<file path="src/core/twm_defines.svh">
// Constants of the two-wire bus master: timing figures, field widths,
// bit positions and byte codes. Included by the package and the core.
`ifndef TWM_DEFINES_SVH
`define TWM_DEFINES_SVH

// ------------------------------------------------------------
// Timing figures in their own units
// ------------------------------------------------------------
`define TWM_CLK_NS 50
`define TWM_BIT_NS 2500
`define TWM_NS_PER_MS 1000000
`define TWM_TOUT_MS 25
`define TWM_MEXT_MS 10
`define TWM_SEXT_MS 25

// ------------------------------------------------------------
// Widths, bit positions and codes
// ------------------------------------------------------------
`define TWM_QW 8
`define TWM_TW 20
`define TWM_F_DONE 0
`define TWM_F_ANAK 1
`define TWM_F_DNAK 2
`define TWM_F_ARB 3
`define TWM_F_PEC 4
`define TWM_F_TOUT 5
`define TWM_NFLAG 6
`define TWM_TEN_HDR 5'h1e
`define TWM_GCALL 8'h00
`define TWM_CRC_POLY 8'h07
`define TWM_CRC_INIT 8'h00
`define TWM_RX_FILL 9'h1ff
`define TWM_MSB_BIT 4'h7
`define TWM_ACK_BIT 4'h8

`endif

</file>
<file path="src/core/twm_pkg.sv">
// Types of the two-wire bus master: command, states and the state record.
// Assumes twm_defines.svh is on the include path.
package twm_pkg;
  `include "twm_defines.svh"

  typedef logic [`TWM_QW-1:0] twm_qcnt_t;
  typedef logic [`TWM_TW-1:0] twm_tcnt_t;
  typedef logic [`TWM_NFLAG-1:0] twm_flags_t;

  typedef enum logic [2:0] {S_IDLE, S_START, S_BIT, S_LOAD, S_STOP} twm_st_e;
  typedef enum logic [2:0] {PH_ADR1, PH_ADR2, PH_ADR3, PH_DATA, PH_PEC} twm_ph_e;

  // One transfer request
  typedef struct packed {
    logic start;
    logic stop;
    logic read;
    logic ten;
    logic gcall;
    logic pec;
    logic [7:0] nbytes;
    logic [9:0] addr;
  } twm_cmd_s;

  // Whole state of the core
  typedef struct packed {
    logic [1:0] scl_s;
    logic [1:0] sda_s;
    logic [1:0] alm_s;
    logic scl_q;
    logic sda_q;
    logic busy;
    logic owned;
    twm_st_e st;
    twm_ph_e ph;
    logic [1:0] q;
    twm_qcnt_t cnt;
    logic [3:0] bitn;
    logic [8:0] sh;
    twm_cmd_s cmd;
    logic [7:0] left;
    logic [7:0] crc;
    logic scl_drv;
    logic sda_drv;
    logic alert_drv;
    logic [7:0] rx_data;
    logic rx_full;
    twm_flags_t flags;
    twm_tcnt_t low_cnt;
    twm_tcnt_t mext;
    twm_tcnt_t sext;
  } twm_state_s;
endpackage

</file>
<file path="src/core/twm_master.sv">
// Two-wire bus master core: start/stop, byte engine, arbitration,
// SMBus packet checking and clock-low timeouts.
// Assumes open-drain pads with pull-ups outside; line inputs are asynchronous.
//
// Notes on behaviour
// - Master only; single or multi-byte transfers
// - Lost arbitration releases both lines itself
// - Bit rate set by quarter-bit parameter
// - Seven-bit, ten-bit and general call addressing
// - Repeated start supported; no start byte
// - SMBus CRC appended, checked, steers acknowledge
// - SMBus clock low timeout detected
// - Master cumulative clock stretch limit enforced
// - Slave cumulative clock stretch limit enforced
// - Optional two-way alert line
// - Up to 255 data bytes, zero data bytes allowed
// - Clock held low while buffers not ready
// - Lines only pulled low or released
// - Stopped clock simply freezes all state
// - No debug freeze input exists
// - Handshake ports for transmit and receive bytes
// - Interrupt output for enabled events
// - Bytes sent MSB first, then acknowledge slot
// - Start and stop made while clock high
`timescale 1ns/100ps
`include "twm_defines.svh"

module twm_master
  import twm_pkg::*;
#(
  parameter int QUARTER_CYC = `TWM_BIT_NS / 4 / `TWM_CLK_NS,
  parameter int TOUT_CYC = `TWM_TOUT_MS * (`TWM_NS_PER_MS / `TWM_CLK_NS),
  parameter int MEXT_CYC = `TWM_MEXT_MS * (`TWM_NS_PER_MS / `TWM_CLK_NS),
  parameter int SEXT_CYC = `TWM_SEXT_MS * (`TWM_NS_PER_MS / `TWM_CLK_NS)
)
(
  input wire logic clk_i,
  input wire logic rstn_i,
  input wire logic cmd_valid_i,
  input wire twm_cmd_s cmd_i,
  output logic cmd_ready_o,
  input wire logic smbus_en_i,
  input wire logic stretch_en_i,
  input wire logic [7:0] tx_data_i,
  input wire logic tx_valid_i,
  output logic tx_ready_o,
  output logic [7:0] rx_data_o,
  output logic rx_valid_o,
  input wire logic rx_ready_i,
  input wire twm_flags_t status_clear_i,
  input wire twm_flags_t irq_en_i,
  output twm_flags_t status_o,
  output logic irq_o,
  output logic bus_busy_o,
  input wire logic serial_clock_line_i,
  output logic serial_clock_line_o,
  output logic serial_clock_line_oe_n_o,
  input wire logic serial_data_line_i,
  output logic serial_data_line_o,
  output logic serial_data_line_oe_n_o,
  input wire logic bus_alert_line_i,
  output logic bus_alert_line_o,
  output logic bus_alert_line_oe_n_o,
  input wire logic alert_drive_i,
  output logic alert_o
);

  // ------------------------------------------------------------
  // Constants and helpers
  // ------------------------------------------------------------
  localparam twm_qcnt_t QLD = twm_qcnt_t'(QUARTER_CYC - 1);
  localparam twm_tcnt_t TOUT_LIM = twm_tcnt_t'(TOUT_CYC);
  localparam twm_tcnt_t MEXT_LIM = twm_tcnt_t'(MEXT_CYC);
  localparam twm_tcnt_t SEXT_LIM = twm_tcnt_t'(SEXT_CYC);

  twm_state_s r;
  twm_state_s n;
  logic scl_in;
  logic sda_in;
  logic tick;
  logic listen;
  logic nak;
  logic pec_on;

  // CRC-8 over one byte
  function automatic logic [7:0] crc8(input logic [7:0] c, input logic [7:0] d);
    logic [7:0] x;
    x = c ^ d;
    for (int i = 0; i < 8; i++)
    begin
      x = x[7] ? ({x[6:0], 1'b0} ^ `TWM_CRC_POLY) : {x[6:0], 1'b0};
    end
    return x;
  endfunction

  // Address byte for each address phase
  function automatic logic [7:0] adr_byte(input twm_cmd_s c, input twm_ph_e p);
    logic [7:0] b;
    b = {c.addr[6:0], c.read};
    if (c.gcall)
    begin
      b = `TWM_GCALL;
    end
    else if (p == PH_ADR2)
    begin
      b = c.addr[7:0];
    end
    else if (c.ten)
    begin
      b = {`TWM_TEN_HDR, c.addr[9:8], p == PH_ADR3};
    end
    return b;
  endfunction

  // ------------------------------------------------------------
  // Ports
  // ------------------------------------------------------------
  assign scl_in = r.scl_s[1];
  assign sda_in = r.sda_s[1];
  assign pec_on = r.cmd.pec && smbus_en_i && (r.cmd.nbytes != 8'h00);
  assign listen = r.cmd.read && (r.ph == PH_DATA || r.ph == PH_PEC);
  assign nak = (r.ph == PH_PEC) ? (r.crc != `TWM_CRC_INIT)
             : (r.left == 8'h01 && !pec_on);
  assign tick = (r.cnt == twm_qcnt_t'(0));
  // Bus busy and not owned, or a NAK or arbitration flag, holds off new commands
  assign cmd_ready_o = (r.st == S_IDLE) && (r.owned || !r.busy)
                     && !r.flags[`TWM_F_ANAK] && !r.flags[`TWM_F_DNAK]
                     && !r.flags[`TWM_F_ARB];
  assign tx_ready_o = (r.st == S_LOAD) && (r.ph == PH_DATA) && !r.cmd.read
                    && (r.left != 8'h00);
  assign rx_data_o = r.rx_data;
  assign rx_valid_o = r.rx_full;
  assign status_o = r.flags;
  assign irq_o = |(r.flags & irq_en_i);
  assign bus_busy_o = r.busy;
  // Open drain: value low, enable only while pulling
  assign serial_clock_line_o = 1'b0;
  assign serial_clock_line_oe_n_o = ~r.scl_drv;
  assign serial_data_line_o = 1'b0;
  assign serial_data_line_oe_n_o = ~r.sda_drv;
  assign bus_alert_line_o = 1'b0;
  assign bus_alert_line_oe_n_o = ~r.alert_drv;
  assign alert_o = ~r.alm_s[1];

  // ------------------------------------------------------------
  // Next state
  // ------------------------------------------------------------
  always_comb
  begin
    n = r;
    // Line synchronisers and bus watch
    n.scl_s = {r.scl_s[0], serial_clock_line_i};
    n.sda_s = {r.sda_s[0], serial_data_line_i};
    n.alm_s = {r.alm_s[0], bus_alert_line_i};
    n.scl_q = scl_in;
    n.sda_q = sda_in;
    if (scl_in && r.scl_q && r.sda_q && !sda_in)
    begin
      n.busy = 1'b1;
    end
    if (scl_in && r.scl_q && !r.sda_q && sda_in)
    begin
      n.busy = 1'b0;
    end
    n.alert_drv = alert_drive_i;
    // Clears first, so a same-cycle set wins
    if (rx_ready_i)
    begin
      n.rx_full = 1'b0;
    end
    n.flags = r.flags & ~status_clear_i;
    // Quarter-bit timer
    if (!tick)
    begin
      n.cnt = r.cnt - 1'b1;
    end
    // Clock-low watch for SMBus
    n.low_cnt = (smbus_en_i && !scl_in) ? r.low_cnt + 1'b1 : twm_tcnt_t'(0);
    if (r.st == S_IDLE && !r.owned)
    begin
      n.mext = twm_tcnt_t'(0);
      n.sext = twm_tcnt_t'(0);
    end
    // Released clock still low: slave stretch, hold the timer
    if (((r.st == S_BIT && r.q == 2'd2) || (r.st != S_BIT && r.st != S_LOAD
        && r.st != S_IDLE && r.q == 2'd1)) && !r.scl_drv && !scl_in)
    begin
      n.cnt = QLD;
      n.sext = r.sext + 1'b1;
    end

    case (r.st)
      S_IDLE:
      begin
        if (cmd_valid_i && cmd_ready_o)
        begin
          n.cmd = cmd_i;
          n.left = cmd_i.nbytes;
          n.q = 2'd0;
          n.cnt = QLD;
          if (r.owned && !cmd_i.start)
          begin
            n.st = S_LOAD;
            n.ph = PH_DATA;
          end
          else
          begin
            n.st = S_START;
            n.ph = PH_ADR1;
            n.crc = `TWM_CRC_INIT;
          end
        end
      end
      S_START:
      begin
        case (r.q)
          2'd0: n.sda_drv = 1'b0;
          2'd1: n.scl_drv = 1'b0;
          2'd2: n.sda_drv = 1'b1;
          default: n.scl_drv = 1'b1;
        endcase
        if (tick)
        begin
          n.q = r.q + 1'b1;
          n.cnt = QLD;
          if (r.q == 2'd3)
          begin
            n.owned = 1'b1;
            n.sh = {adr_byte(r.cmd, r.ph), 1'b1};
            n.crc = crc8(r.crc, adr_byte(r.cmd, r.ph));
            n.bitn = 4'h0;
            n.st = S_BIT;
          end
        end
      end
      S_LOAD:
      begin
        n.mext = r.mext + 1'b1;
        if (r.left == 8'h00 && r.ph == PH_DATA && pec_on)
        begin
          n.ph = PH_PEC;
        end
        else if (r.left == 8'h00 && r.ph == PH_DATA)
        begin
          n.flags[`TWM_F_DONE] = 1'b1;
          n.st = r.cmd.stop ? S_STOP : S_IDLE;
          n.q = 2'd0;
          n.cnt = QLD;
        end
        else if (r.cmd.read && (!r.rx_full || !stretch_en_i))
        begin
          n.sh = `TWM_RX_FILL;
          n.st = S_BIT;
          n.cnt = QLD;
        end
        else if (!r.cmd.read && r.ph == PH_PEC)
        begin
          n.sh = {r.crc, 1'b1};
          n.st = S_BIT;
          n.cnt = QLD;
        end
        else if (!r.cmd.read && tx_valid_i)
        begin
          n.sh = {tx_data_i, 1'b1};
          n.crc = crc8(r.crc, tx_data_i);
          n.st = S_BIT;
          n.cnt = QLD;
        end
      end
      S_BIT:
      begin
        case (r.q)
          2'd0:
          begin
            n.scl_drv = 1'b1;
            n.sda_drv = (r.bitn == `TWM_ACK_BIT) ? (listen && !nak)
                      : (!listen && !r.sh[8]);
          end
          2'd1: n.scl_drv = 1'b0;
          default: n.scl_drv = r.scl_drv;
        endcase
        if (tick && r.q != 2'd3)
        begin
          n.q = r.q + 1'b1;
          n.cnt = QLD;
        end
        else if (tick && !r.sda_drv && !sda_in && r.bitn != `TWM_ACK_BIT && !listen)
        begin
          n.scl_drv = 1'b0;
          n.sda_drv = 1'b0;
          n.st = S_IDLE;
          n.owned = 1'b0;
          n.flags[`TWM_F_ARB] = 1'b1;
        end
        else if (tick)
        begin
          n.scl_drv = 1'b1;
          n.q = 2'd0;
          n.cnt = QLD;
          n.sh = {r.sh[7:0], sda_in};
          n.bitn = r.bitn + 1'b1;
          if (r.bitn == `TWM_MSB_BIT && listen)
          begin
            n.crc = crc8(r.crc, {r.sh[6:0], sda_in});
          end
          if (r.bitn == `TWM_ACK_BIT)
          begin
            n.bitn = 4'h0;
            n.st = S_LOAD;
            if (r.ph == PH_ADR1 || r.ph == PH_ADR2 || r.ph == PH_ADR3)
            begin
              if (sda_in)
              begin
                n.flags[`TWM_F_ANAK] = 1'b1;
                n.st = S_STOP;
              end
              else if (r.ph == PH_ADR1 && r.cmd.ten && !r.cmd.gcall)
              begin
                n.ph = PH_ADR2;
                n.sh = {adr_byte(r.cmd, PH_ADR2), 1'b1};
                n.crc = crc8(r.crc, adr_byte(r.cmd, PH_ADR2));
                n.st = S_BIT;
              end
              else if (r.ph == PH_ADR2 && r.cmd.read)
              begin
                n.ph = PH_ADR3;
                n.st = S_START;
              end
              else
              begin
                n.ph = PH_DATA;
              end
            end
            else if (r.ph == PH_DATA && listen)
            begin
              n.rx_data = r.sh[7:0];
              n.rx_full = 1'b1;
              n.left = r.left - 1'b1;
            end
            else if (r.ph == PH_DATA && sda_in)
            begin
              n.flags[`TWM_F_DNAK] = 1'b1;
              n.st = S_STOP;
            end
            else if (r.ph == PH_DATA)
            begin
              n.left = r.left - 1'b1;
            end
            else
            begin
              n.flags[`TWM_F_PEC] = listen && (r.crc != `TWM_CRC_INIT);
              n.flags[`TWM_F_DONE] = 1'b1;
              n.st = r.cmd.stop ? S_STOP : S_IDLE;
            end
          end
        end
      end
      S_STOP:
      begin
        case (r.q)
          2'd0: n.sda_drv = 1'b1;
          2'd1: n.scl_drv = 1'b0;
          default: n.sda_drv = 1'b0;
        endcase
        if (tick)
        begin
          n.q = r.q + 1'b1;
          n.cnt = QLD;
          if (r.q == 2'd2)
          begin
            n.st = S_IDLE;
            n.owned = 1'b0;
            n.q = 2'd0;
          end
        end
      end
      default: n.st = S_IDLE;
    endcase

    // SMBus limits: give up the bus
    if (smbus_en_i && (r.owned || r.st != S_IDLE) && (r.low_cnt >= TOUT_LIM
        || r.mext >= MEXT_LIM || r.sext >= SEXT_LIM))
    begin
      n.scl_drv = 1'b0;
      n.sda_drv = 1'b0;
      n.st = S_IDLE;
      n.owned = 1'b0;
      n.q = 2'd0;
      n.flags[`TWM_F_TOUT] = 1'b1;
    end
  end

  // ------------------------------------------------------------
  // State register
  // ------------------------------------------------------------
  // A stopped clock just freezes this record
  always_ff @(posedge clk_i or negedge rstn_i)
  begin
    if (!rstn_i)
    begin
      r <= '0;
    end
    else
    begin
      r <= n;
    end
  end

endmodule

</file>
<file path="config.mk">
export PLATFORM = sky130hd
export DESIGN_NAME = twm_master
export DESIGN_NICKNAME = d
export VERILOG_FILES = /design/src/core/twm_pkg.sv /design/src/core/twm_master.sv
export VERILOG_INCLUDE_DIRS = /design/src /design/src/core
export SDC_FILE = /design/constraint.sdc
export NUM_CORES = 1
export LEC_CHECK = 0
export BUFFER_PORTS_ARGS = -buffer_cell sky130_fd_sc_hd__buf_2
export CORE_MARGIN = 5
export CORE_UTILIZATION = 30
export CTS_BUF_LIST = sky130_fd_sc_hd__clkbuf_4 sky130_fd_sc_hd__clkbuf_8
export CTS_CLUSTER_SIZE = 10
export DETAILED_ROUTE_END_ITERATION = 16
export PLACE_DENSITY = 0.49
export REMOVE_ABC_BUFFERS = 1
export SETUP_SLACK_MARGIN = 0.05
export SKIP_CTS_REPAIR_TIMING = 1
export SYNTH_ARGS = -nofsm -noshare
export SYNTH_HDL_FRONTEND = slang
export SYNTH_SLANG_ARGS = --single-unit
</file>
<file path="constraint.sdc">
create_clock -name clk_i -period 3.1 [get_ports clk_i]
set_input_delay 0.775 -clock clk_i [delete_from_list [all_inputs] [get_ports clk_i]]
set_output_delay 0.775 -clock clk_i [all_outputs]
set_load 0.01 [all_outputs]
</file>
* Word-level counts from Yosys, hierarchy flattened
Index checks and enable logic that the tools add are counted.
Operators by class: $add $sub $neg 7, $lt $le $gt $ge 3, eq/ne operators 56, mux-type cells 189, bitwise gates (word level) 46, reductions and logical operators 108
Operator list (number):
- $mux W8 | 37
- $mux W3 | 50
- $not A3 Y3 | 32
- $mux W9 | 8
- $mux W16 | 4
- $add A20 B1 Y20 const B | 3
- $mux W20 | 3
- $mux W6 | 9
- $pmux W10 S5 | 1
- $logic_and A1 B1 Y1 | 47
- $ge A20 B19 Y1 const B | 2
- $mux W40 | 1
- $mux W13 | 3
- $mux W1 | 38
- $pmux W8 S4 | 1
- $xor A8 B8 Y8 | 4
- $mux W10 | 3
- $mux W29 | 1
- $pmux W9 S3 | 1
- $reduce_and A9 Y1 | 3
- $mux W26 | 1
- $ne A2 B2 Y1 const B | 13
- $mux W4 | 6
- $ne A3 B3 Y1 const B | 8
- 55 further kinds | 130
Storage, ports and cells: register bits after elaboration 156, input port bits 55

* Logic depth before layout (Yosys ltp)
Gate-level depths: netlist of run 1.
depth after elaboration 37, mapped depth 10, gate-level depth less buffers 9

* Least setup slack after synthesis of run 1
Ideal clock, no wire load.
kind reg-to-reg, start point register r[131] in the netlist's numbering, end point register r[80] in the netlist's numbering, setup time 0.090 ns, arrival 2.557 ns, data required time 3.010 ns, slack 0.453 ns, stages on the path, launching flop included 10, buffers on the path 1, clock period less this slack 2.647 ns, path through dfrtp_1 > inv_1 > ha_1 > nor4b_4 > nand3_2 > a2111o_1 > or4_1 > clkbuf_2 > or4_1 > o2111ai_1
Between the ends: word-level cells in the longest chain between the ends 7
RTL lines:
- from (decl) | RTL line twm_master.sv:76 | twm_state_s r;
- from (signal assigned) | RTL line twm_master.sv:405 | r <= n;
- $logic_not A8 Y1 (*) | RTL line twm_master.sv:124 | assign tick = (r.cnt == twm_qcnt_t'(0));
- $logic_and A1 B1 Y1 (2 in series) | RTL line twm_master.sv:287 | else if (tick && !r.sda_drv && !sda_in && r.bitn != `TWM_ACK_BIT && !listen)
- $logic_and A1 B1 Y1 (no source line)
- $logic_and A1 B1 Y1 | RTL line twm_master.sv:287
- $ne A2 B2 Y1 (no source line)
- $reduce_and A13 Y1 (no source line) (*)
Every way passes the cells marked *; elsewhere a longest branch is shown, timed or not. A chain may end at the register's enable or synchronous reset.

* Final worst setup path of run 1
start point register r[146] in the netlist's numbering, end point output tx_ready_o
Between the ends: word-level cells in the longest chain between the ends 4
RTL lines:
- $eq A3 B2 Y1 | RTL line twm_master.sv:129 | assign tx_ready_o = (r.st == S_LOAD) && (r.ph == PH_DATA) && !r.cmd.read
- $logic_and A1 B1 Y1 (2 in series) | RTL line twm_master.sv:129
- $logic_and A1 B1 Y1 | RTL line twm_master.sv:130 | && (r.left != 8'h00);
- to (decl) | RTL line twm_master.sv:46 | output logic tx_ready_o,
Every way passes these cells.

==> results by group, run 1 <==
STA
  – Fin Setup TNS: 0 ns
  – WHS: 0.0852 ns
  – Final period utilization: 0.918
  – Fin. max-slew vios: 0
  – Least-Margin Pin Slew: 1.04 ns
  – Max Clock Skew: 0.0173 ns
  – Fmax: 0.351 GHz
  – Crit path time final: 2.85 ns
  – Final hold violations: 0
  – Worst slew margin: 0.305
  – RSZ-0062 raised after global routing: no
  – Setup Viol. Count Final: 0

Placement
  – Port Buffers: 77
  – RD Place Congestion: 0.860
  – Dpl hpwl: 20800 microns
  – Placed instance area: 10800 sq um

Logic synthesis
  – Cell taking the most area after synthesis: dfrtp_1
  – Synthesis-stage register bit count: 156
  – Most frequent cell after synthesis: dfrtp_1
  – Seq/Total Area, Yosys: 0.396
  – EDFF count, synth: 0
  – Count of cell types in the netlist: 82
  – Synth Area per Inst: 8.97 sq um
  – Yosys warnings: 0
  – Top cell type's share of synthesized area: 0.396
  – Top cells by count, synth: dfrtp_1 (156), nand2_1 (102), nor2_1 (91)
  – Ys flop type: dfrtp_1
  – Mapped cell area: 9860 sq um
  – Synth area leaders: dfrtp_1 (40%), xnor2_1 (6.2%), o21ai_0 (4.1%)
  – Post-synth ARST share: 1.00
  – Synthesized instance count: 1099

Critical path
  – Critical Path Start: r[146]$_DFFE_PN0P_
  – Worst r2r path cells: 7
  – CP Capture Type: output pin
  – Worst Path Required: 2.32 ns
  – Startpoint Class: register
  – Worst R2R End: r[83]$_DFFE_PN0P_
  – Critical setup path kind: reg -> out
  – Worst flop-to-flop path startpoint: r[131]$_DFF_PN0_
  – Crit path max fanout: 10
  – Crit path capture: tx_ready_o
  – R2R Setup Slk: 0.27 ns
  – Critical path arrival: 2.07 ns

Clock network
  – Sink Count: 156
  – CTS Buffer Depth: 2
  – Worst-skew pair later-pin latency: 0.48 ns
  – CTS tree: done
  – Root Buffer: clkbuf_8
  – Clock slew at reported path FFs: 0.09 ns
  – CTS buffer count: 17
  – H-tree depth: 4

Die
  – Die Height: 191 microns
  – Core area: 32500 sq um
  – Row count: 66
  – Initial Util: 0.304
  – Ports: 81
  – Die area: 36600 sq um
  – Die Width: 191 microns

Flow run
  – Max-cap violations: 0

Global route
  – Total gr overflow: 0
  – First-pass GRT wire length: 45400 microns
  – Vias in the first global route: 8143
  – Pin count of the biggest net entering global routing: 100
  – Antenna violations before repair: 0
  – GRT Util Overall: 0.156

Final layout
  – Antenna Cells: 0
  – Post-layout nets: 1239
  – Synth-to-layout area growth: 14.0%
  – Layout cells sized above 1: 0.176
  – Final Util: 0.346
  – Final instance area: 11200 sq um

Outcome
  – Status: finished, final reports clean

Routing
  – First-pass detailed-route iteration total: 5
  – Per-cell routed wire length: 17.4 microns
  – DRT Wirelength: 28300 microns
  – Via count of the routed design: 8324
  – Initial DRC Count: 630
  – Via-to-Cell Ratio: 5.14
  – Routed Antenna Nets: 0
  – Drt drc: 0

Power and ir drop
  – Worst VDD drop: 0.488 mV
  – Lkg Pwr: 0.00484 uW
  – Pwr/cell area: 859 nW/um^2

Hold path
  – Min-Delay Path Class: in -> async
-- kinds of logic (layout without fill, tap and decap cells) --
kind of cell,count (synthesis),after routing,synth area share
compound gates,271,271,0.180
xor+xnor,114,114,0.104
fa+ha+maj,18,18,0.0226
buf+inv,114,192,0.0509
flops,156,156,0.396
mux,50,50,0.0547
other cells,1,3,0.000380
simple gates,375,375,0.191
-- routing by layer --
layer  track usage  vias up  share of wire
met2         0.240      211           0.46
met5             0        -              0
met4        0.0586        0          0.025
met3        0.0292       40          0.041
li1              -     4054              -
met1         0.219     4019           0.47
-- per-stage QoR --
step	setup slack, ns	power [uW]	cells
2_1_floorplan	0.224	6440	1025
3_3_place_gp	0.306	7980	1590
3_5_place_dp	0.280	8000	1590
4_1_cts	0.231	9750	1621
5_1_grt	0.0757	10400	1621
6_report	0.254	9650	1621
-- layout make-up --
type,instances,area [sq um]
Fill cell,3378,21200
Multi-Input combinational cell,831,5470
Sequential cell,156,3900
Timing Repair Buffer,123,749
Tap cell,442,553
Clock buffer,21,283
Inverter,38,143
Clock inverter,10,139
-- layout by cell type, fill, tap and decap left out, drive strengths merged, types with 5 or more instances in the layout --
master,netlist,final
nor3,24,24
a31oi,17,17
nand2b,8,8
mux2,31,31
or2,5,5
and2,7,7
buf,27,123
a21oi,51,51
nor2,91,91
o22ai,14,14
o211ai,8,8
or4,6,6
a22oi,12,12
o21a,5,5
dfrtp,156,156
and3,21,21
nand4,14,14
mux2i,19,19
clkbuf,49,21
xnor2,70,70
inv,37,38
o21ai,80,80
o2111ai,5,5
o221ai,8,8
nand2,102,102
a211oi,14,14
nor4,9,9
ha,17,17
nor2b,10,10
xor2,42,42
o31ai,12,12
nand3,43,43
or3,9,9
-- how the worst min path moves through the flow --
stage,end,slack [ns]
final,r[75]$_DFF_PN0_,0.09
after CTS,r[75]$_DFF_PN0_,0.04
after global placement,n[150]$_DFF_PN0_,0.34
after floorplan,n[149]$_DFF_PN0_,0.33
after detailed placement,n[150]$_DFF_PN0_,0.34
after global routing,r[75]$_DFF_PN0_,0.05
-- sequential cells by signal, summed over array words and instances, names as in the netlist --
name and count:
rx_valid_o 1, r 135, n 5, status_o 6, rx_data_o 8, bus_busy_o 1
-- report_power, final --
group          internal (uW)  switching, uW  leakage (uW)
Sequential              2430            605       0.00204
Clock                    865            827      0.000204
Combinational           2200           2730       0.00260
-- critical path, stage by stage, from the launching register on --
cell	delay (ns)
dfrtp_1	0.54
nor2b_1	0.25
nand2_1	0.24
a311oi_1	0.35
buf_2	0.21
No activity file was read; power rests on OpenSTA's default activity.
==> run 2, diff against run 1 <==
- GPL_TIMING_DRIVEN: not set -> 1
- clock period: 3.1 -> 3.05 ns (I/O delays scaled with it)
==> results by group, run 2 (synthesis gave the netlist of run 1 again) <==
Critical path
  – R2R Setup Slk: 0.32 ns
  – Crit path max fanout: 8
  – Crit path capture: tx_ready_o
  – Worst flop-to-flop path startpoint: r[141]$_DFFE_PN0P_
  – Worst r2r path cells: 6
  – Worst Path Required: 2.29 ns
  – Critical setup path kind: reg -> out
  – Critical path arrival: 2.13 ns
  – Critical Path Start: r[146]$_DFFE_PN0P_
  – CP Capture Type: output pin
  – Worst R2R End: r[85]$_DFFE_PN0P_
  – Startpoint Class: register

Clock network
  – CTS tree: done
  – H-tree depth: 4
  – Sink Count: 156
  – Clock slew at reported path FFs: 0.10 ns
  – CTS Buffer Depth: 2
  – CTS buffer count: 17
  – Root Buffer: clkbuf_8
  – Worst-skew pair later-pin latency: 0.50 ns

Placement
  – Dpl hpwl: 20900 microns
  – RD Place Congestion: 0.859
  – Setup WS pre-CTS: 0.248 ns
  – Port Buffers: 77

STA
  – Setup Viol. Count Final: 0
  – Fin Setup TNS: 0 ns
  – Worst slew margin: 0.473
  – Final hold violations: 0
  – Least-Margin Pin Slew: 0.790 ns
  – Final period utilization: 0.948
  – Crit path time final: 2.89 ns
  – Worst setup margin: 0.159 ns
  – RSZ-0062 raised after global routing: no
  – Fin. max-slew vios: 0
  – Max Clock Skew: 0.0195 ns
  – Fmax: 0.346 GHz

Routing
  – DRT Wirelength: 28400 microns
  – Via count of the routed design: 8378
  – Routed Antenna Nets: 0
  – Via-to-Cell Ratio: 5.15
  – Drt drc: 0
  – Initial DRC Count: 566
  – Per-cell routed wire length: 17.4 microns
  – First-pass detailed-route iteration total: 5

Global route
  – GRT Util Overall: 0.157
  – First-pass GRT wire length: 45600 microns
  – Total gr overflow: 0
  – Antenna violations before repair: 0
  – Pin count of the biggest net entering global routing: 90
  – Vias in the first global route: 8260

Die
  – Initial Util: 0.304
  – Ports: 81
  – Core area: 32500 sq um
  – Die Height: 191 microns
  – Die Width: 191 microns
  – Die area: 36600 sq um
  – Row count: 66

Final layout
  – Commonest non-fill, non-tap cell in the layout: dfrtp_1
  – Most frequent cells in the layout: dfrtp_1 (155), nand2_1 (102), nor2_1 (90)
  – Antenna Cells: 0
  – Post-layout nets: 1244
  – Layout cells sized above 1: 0.181
  – Biggest register: r
  – Max reg flops: 135
  – Synth-to-layout area growth: 14.3%
  – Final Util: 0.347

Power and ir drop
  – Net Switching: 4320 uW
  – Sw Ratio: 0.441
  – Cell internal pwr: 5470 uW
  – Clock network fraction of design power: 0.168
  – Worst VDD drop: 0.361 mV
  – Pwr/cell area: 869 nW/um^2
  – Reg power frac: 0.313
  – Lkg Pwr: 0.00487 uW
  – Post-route total power: 9790 uW
  – Logic pwr share: 0.518

Outcome
  – Status: finished, final reports clean

Flow run
  – Max-cap violations: 0

Hold path
  – Min-Delay Path Class: in -> async
==> run 2: worst max-delay path: stages (launching register included) <==
cell	delay (ns)
dfrtp_1	0.53
nor2b_1	0.26
nand2_1	0.27
a311oi_1	0.36
buf_2	0.21
==> run 2: power groups by stage <==
stage          clock network [uW]  logic (uW)  registers, uW
6_report                     1650        5070           3070
5_1_grt                      1800        5560           3140
4_1_cts                      1720        5080           3060
3_5_place_dp                    0        5060           3100
3_3_place_gp                    0        5040           3110
2_1_floorplan                   0        3570           2980
==> run 2: through the flow <==
| stage | instance area (sq um) | hold WS (ns) | std cells |
|---|---|---|---|
| after global placement | 10900 | 0.335 | 1595 |
| after detailed placement | 10900 | 0.335 | 1595 |
| after CTS | 11300 | 0.0201 | 1627 |
| after global routing | 11300 | 0.0246 | 1627 |
| after floorplan | 9510 | 0.331 | 1025 |
| final | 11300 | 0.0662 | 1627 |
==> run 2: how the worst min path moves through the flow <==
stage / from / to / slack, ns
2_1_floorplan: n[154]$_DFF_PN0_ / n[149]$_DFF_PN0_ / 0.33
3_3_place_gp: n[152]$_DFF_PN0_ / r[152]$_DFF_PN0_ / 0.33
3_5_place_dp: n[156]$_DFF_PN0_ / n[150]$_DFF_PN0_ / 0.33
4_1_cts: rstn_i / r[75]$_DFF_PN0_ / 0.02
5_1_grt: rstn_i / r[75]$_DFF_PN0_ / 0.02
6_report: rstn_i / r[75]$_DFF_PN0_ / 0.07
==> run 2: area by class of cell <==
cell class              count  area (sq um)
well taps                 442           553
repair buffers            128           800
fillers                  3389         21200
clock buffers              17           234
inverters                  38           143
flip-flops and latches    156          3910
clock inverters            15           163
multi-input cells         831          5470
==> run 2: routing by layer <==
layer	track usage	routed length (microns)	vias to the layer above
li1	-	-	4076
met1	0.215	13400	4042
met2	0.244	13000	209
met3	0.0299	1100	51
met4	0.0624	868	0
met5	0	0	-
==> run 3, diff against run 2 <==
- CTS_BUF_LIST: sky130_fd_sc_hd__clkbuf_4 sky130_fd_sc_hd__clkbuf_8 -> not set
==> results by group, run 3 (synthesis gave the netlist of run 1 again) <==
Final layout
  – Max reg flops: 135
  – Layout cells sized above 1: 0.181
  – Synth-to-layout area growth: 16.2%
  – Multi-input logic area: 5470 sq um
  – Commonest non-fill, non-tap cell in the layout: dfrtp_1
  – Layout fillers: 3362
  – Final Util: 0.353
  – Antenna Cells: 0
  – Seq. cell area: 3900 sq um
  – Biggest register: r
  – Most frequent cells in the layout: dfrtp_1 (156), nand2_1 (102), nor2_1 (90)
  – Post-layout nets: 1244

Placement
  – RD Place Congestion: 0.859
  – Dpl hpwl: 20900 microns
  – Setup WS pre-CTS: 0.248 ns
  – Port Buffers: 77

Critical path
  – Worst r2r path cells: 6
  – Crit path max fanout: 10
  – Critical setup path kind: reg -> out
  – CP max stage delay: 0.53 ns
  – R2R Setup Slk: 0.31 ns
  – Buf/Inv on CP: 1
  – CP Capture Type: output pin
  – Worst flop-to-flop path startpoint: r[141]$_DFFE_PN0P_
  – Startpoint Class: register
  – Worst R2R End: r[85]$_DFFE_PN0P_
  – Delay-heaviest family, CP: simple AND/OR/NAND/NOR gates
  – Slowest stage cell, crit path: dfrtp_1
  – Worst Path Required: 2.29 ns
  – Critical path arrival: 2.10 ns
  – Critical path, cell by cell: nor2b_1, nand2_1, a311oi_1, buf_2

Clock network
  – Worst-skew pair later-pin latency: 0.44 ns
  – CTS tree: done
  – Clock slew at reported path FFs: 0.07 ns
  – CTS Buffer Depth: 2
  – Root Buffer: clkbuf_16
  – H-tree depth: 4
  – CTS buffer count: 17
  – Sink Count: 156

STA
  – Final hold violations: 0
  – Least-Margin Pin Slew: 0.804 ns
  – Fin. max-slew vios: 0
  – Max Clock Skew: 0.0130 ns
  – Fin Setup TNS: 0 ns
  – WHS: 0.112 ns
  – Fmax: 0.349 GHz
  – Final period utilization: 0.938
  – Crit path time final: 2.86 ns
  – Setup Viol. Count Final: 0
  – Worst slew margin: 0.464
  – Worst setup margin: 0.188 ns
  – RSZ-0062 raised after global routing: no

Die
  – Die Height: 191 microns
  – Ports: 81
  – Core area: 32500 sq um
  – Die area: 36600 sq um
  – Row count: 66
  – Die Width: 191 microns
  – Initial Util: 0.304

Outcome
  – Status: finished, final reports clean

Routing
  – DRT Wirelength: 28400 microns
  – Via count of the routed design: 8321
  – Initial DRC Count: 598
  – Via-to-Cell Ratio: 5.11
  – Per-cell routed wire length: 17.5 microns
  – First-pass detailed-route iteration total: 5
  – Drt drc: 0
  – Routed Antenna Nets: 0

Global route
  – Vias in the first global route: 8247
  – Pin count of the biggest net entering global routing: 90
  – Antenna violations before repair: 0
  – GRT Util Overall: 0.158
  – Total gr overflow: 0
  – First-pass GRT wire length: 45700 microns

Power and ir drop
  – Post-route total power: 10300 uW
  – Worst VDD drop: 0.527 mV
  – Lkg Pwr: 0.00496 uW
  – Pwr/cell area: 903 nW/um^2

Hold path
  – Min-Delay Path Class: in -> async

Flow run
  – Max-cap violations: 0
[run 3: worst max-delay path by stage]
stage / start / endpoint / slack (ns) / cells past startpoint
floorplan: cmd_valid_i / r[86]$_DFFE_PN0P_ / 0.19 / 5
global placement: tx_valid_i / r[83]$_DFFE_PN0P_ / 0.27 / 6
detailed placement: tx_valid_i / r[81]$_DFFE_PN0P_ / 0.25 / 8
CTS: r[145]$_DFFE_PN0P_ / tx_ready_o / 0.21 / 4
global route: r[145]$_DFFE_PN0P_ / tx_ready_o / 0.11 / 4
finish: r[145]$_DFFE_PN0P_ / tx_ready_o / 0.19 / 4
[run 3: layout make-up]
| type | count | area share |
|---|---|---|
| clock buffer | 17 | 0.0371 |
| inverter | 38 | 0.0125 |
| tap | 442 | 0.0483 |
| timing repair buffer | 128 | 0.0698 |
| sequential | 156 | 0.341 |
| clock inverter | 15 | 0.0142 |
| multi-input combinational | 831 | 0.477 |
[run 3: worst register-to-register path, delay by kind of cell, from the launching register on]
family             cells  cell delay (ns)
DFF                    1             0.51
and+or+nand+nor        3             1.20
AOI/OAI and AO/OA      3             0.97
[run 3: metrics by stage]
step,instances,instance area [sq um]
floorplan,1025,9510
global placement,1595,10900
detailed placement,1595,10900
CTS,1627,11400
global route,1627,11500
finish,1627,11500
[run 3: power by group]
group | internal (uW) | switching (uW)
Combinational | 2250 | 2820
Sequential | 2470 | 598
Clock | 1220 | 980
[run 3: routing by layer]
layer	up-vias	part of all wire	track usage
li1	4076	-	-
met1	4016	0.47	0.216
met2	189	0.46	0.244
met3	40	0.042	0.0354
met4	0	0.028	0.0564
met5	-	0	0
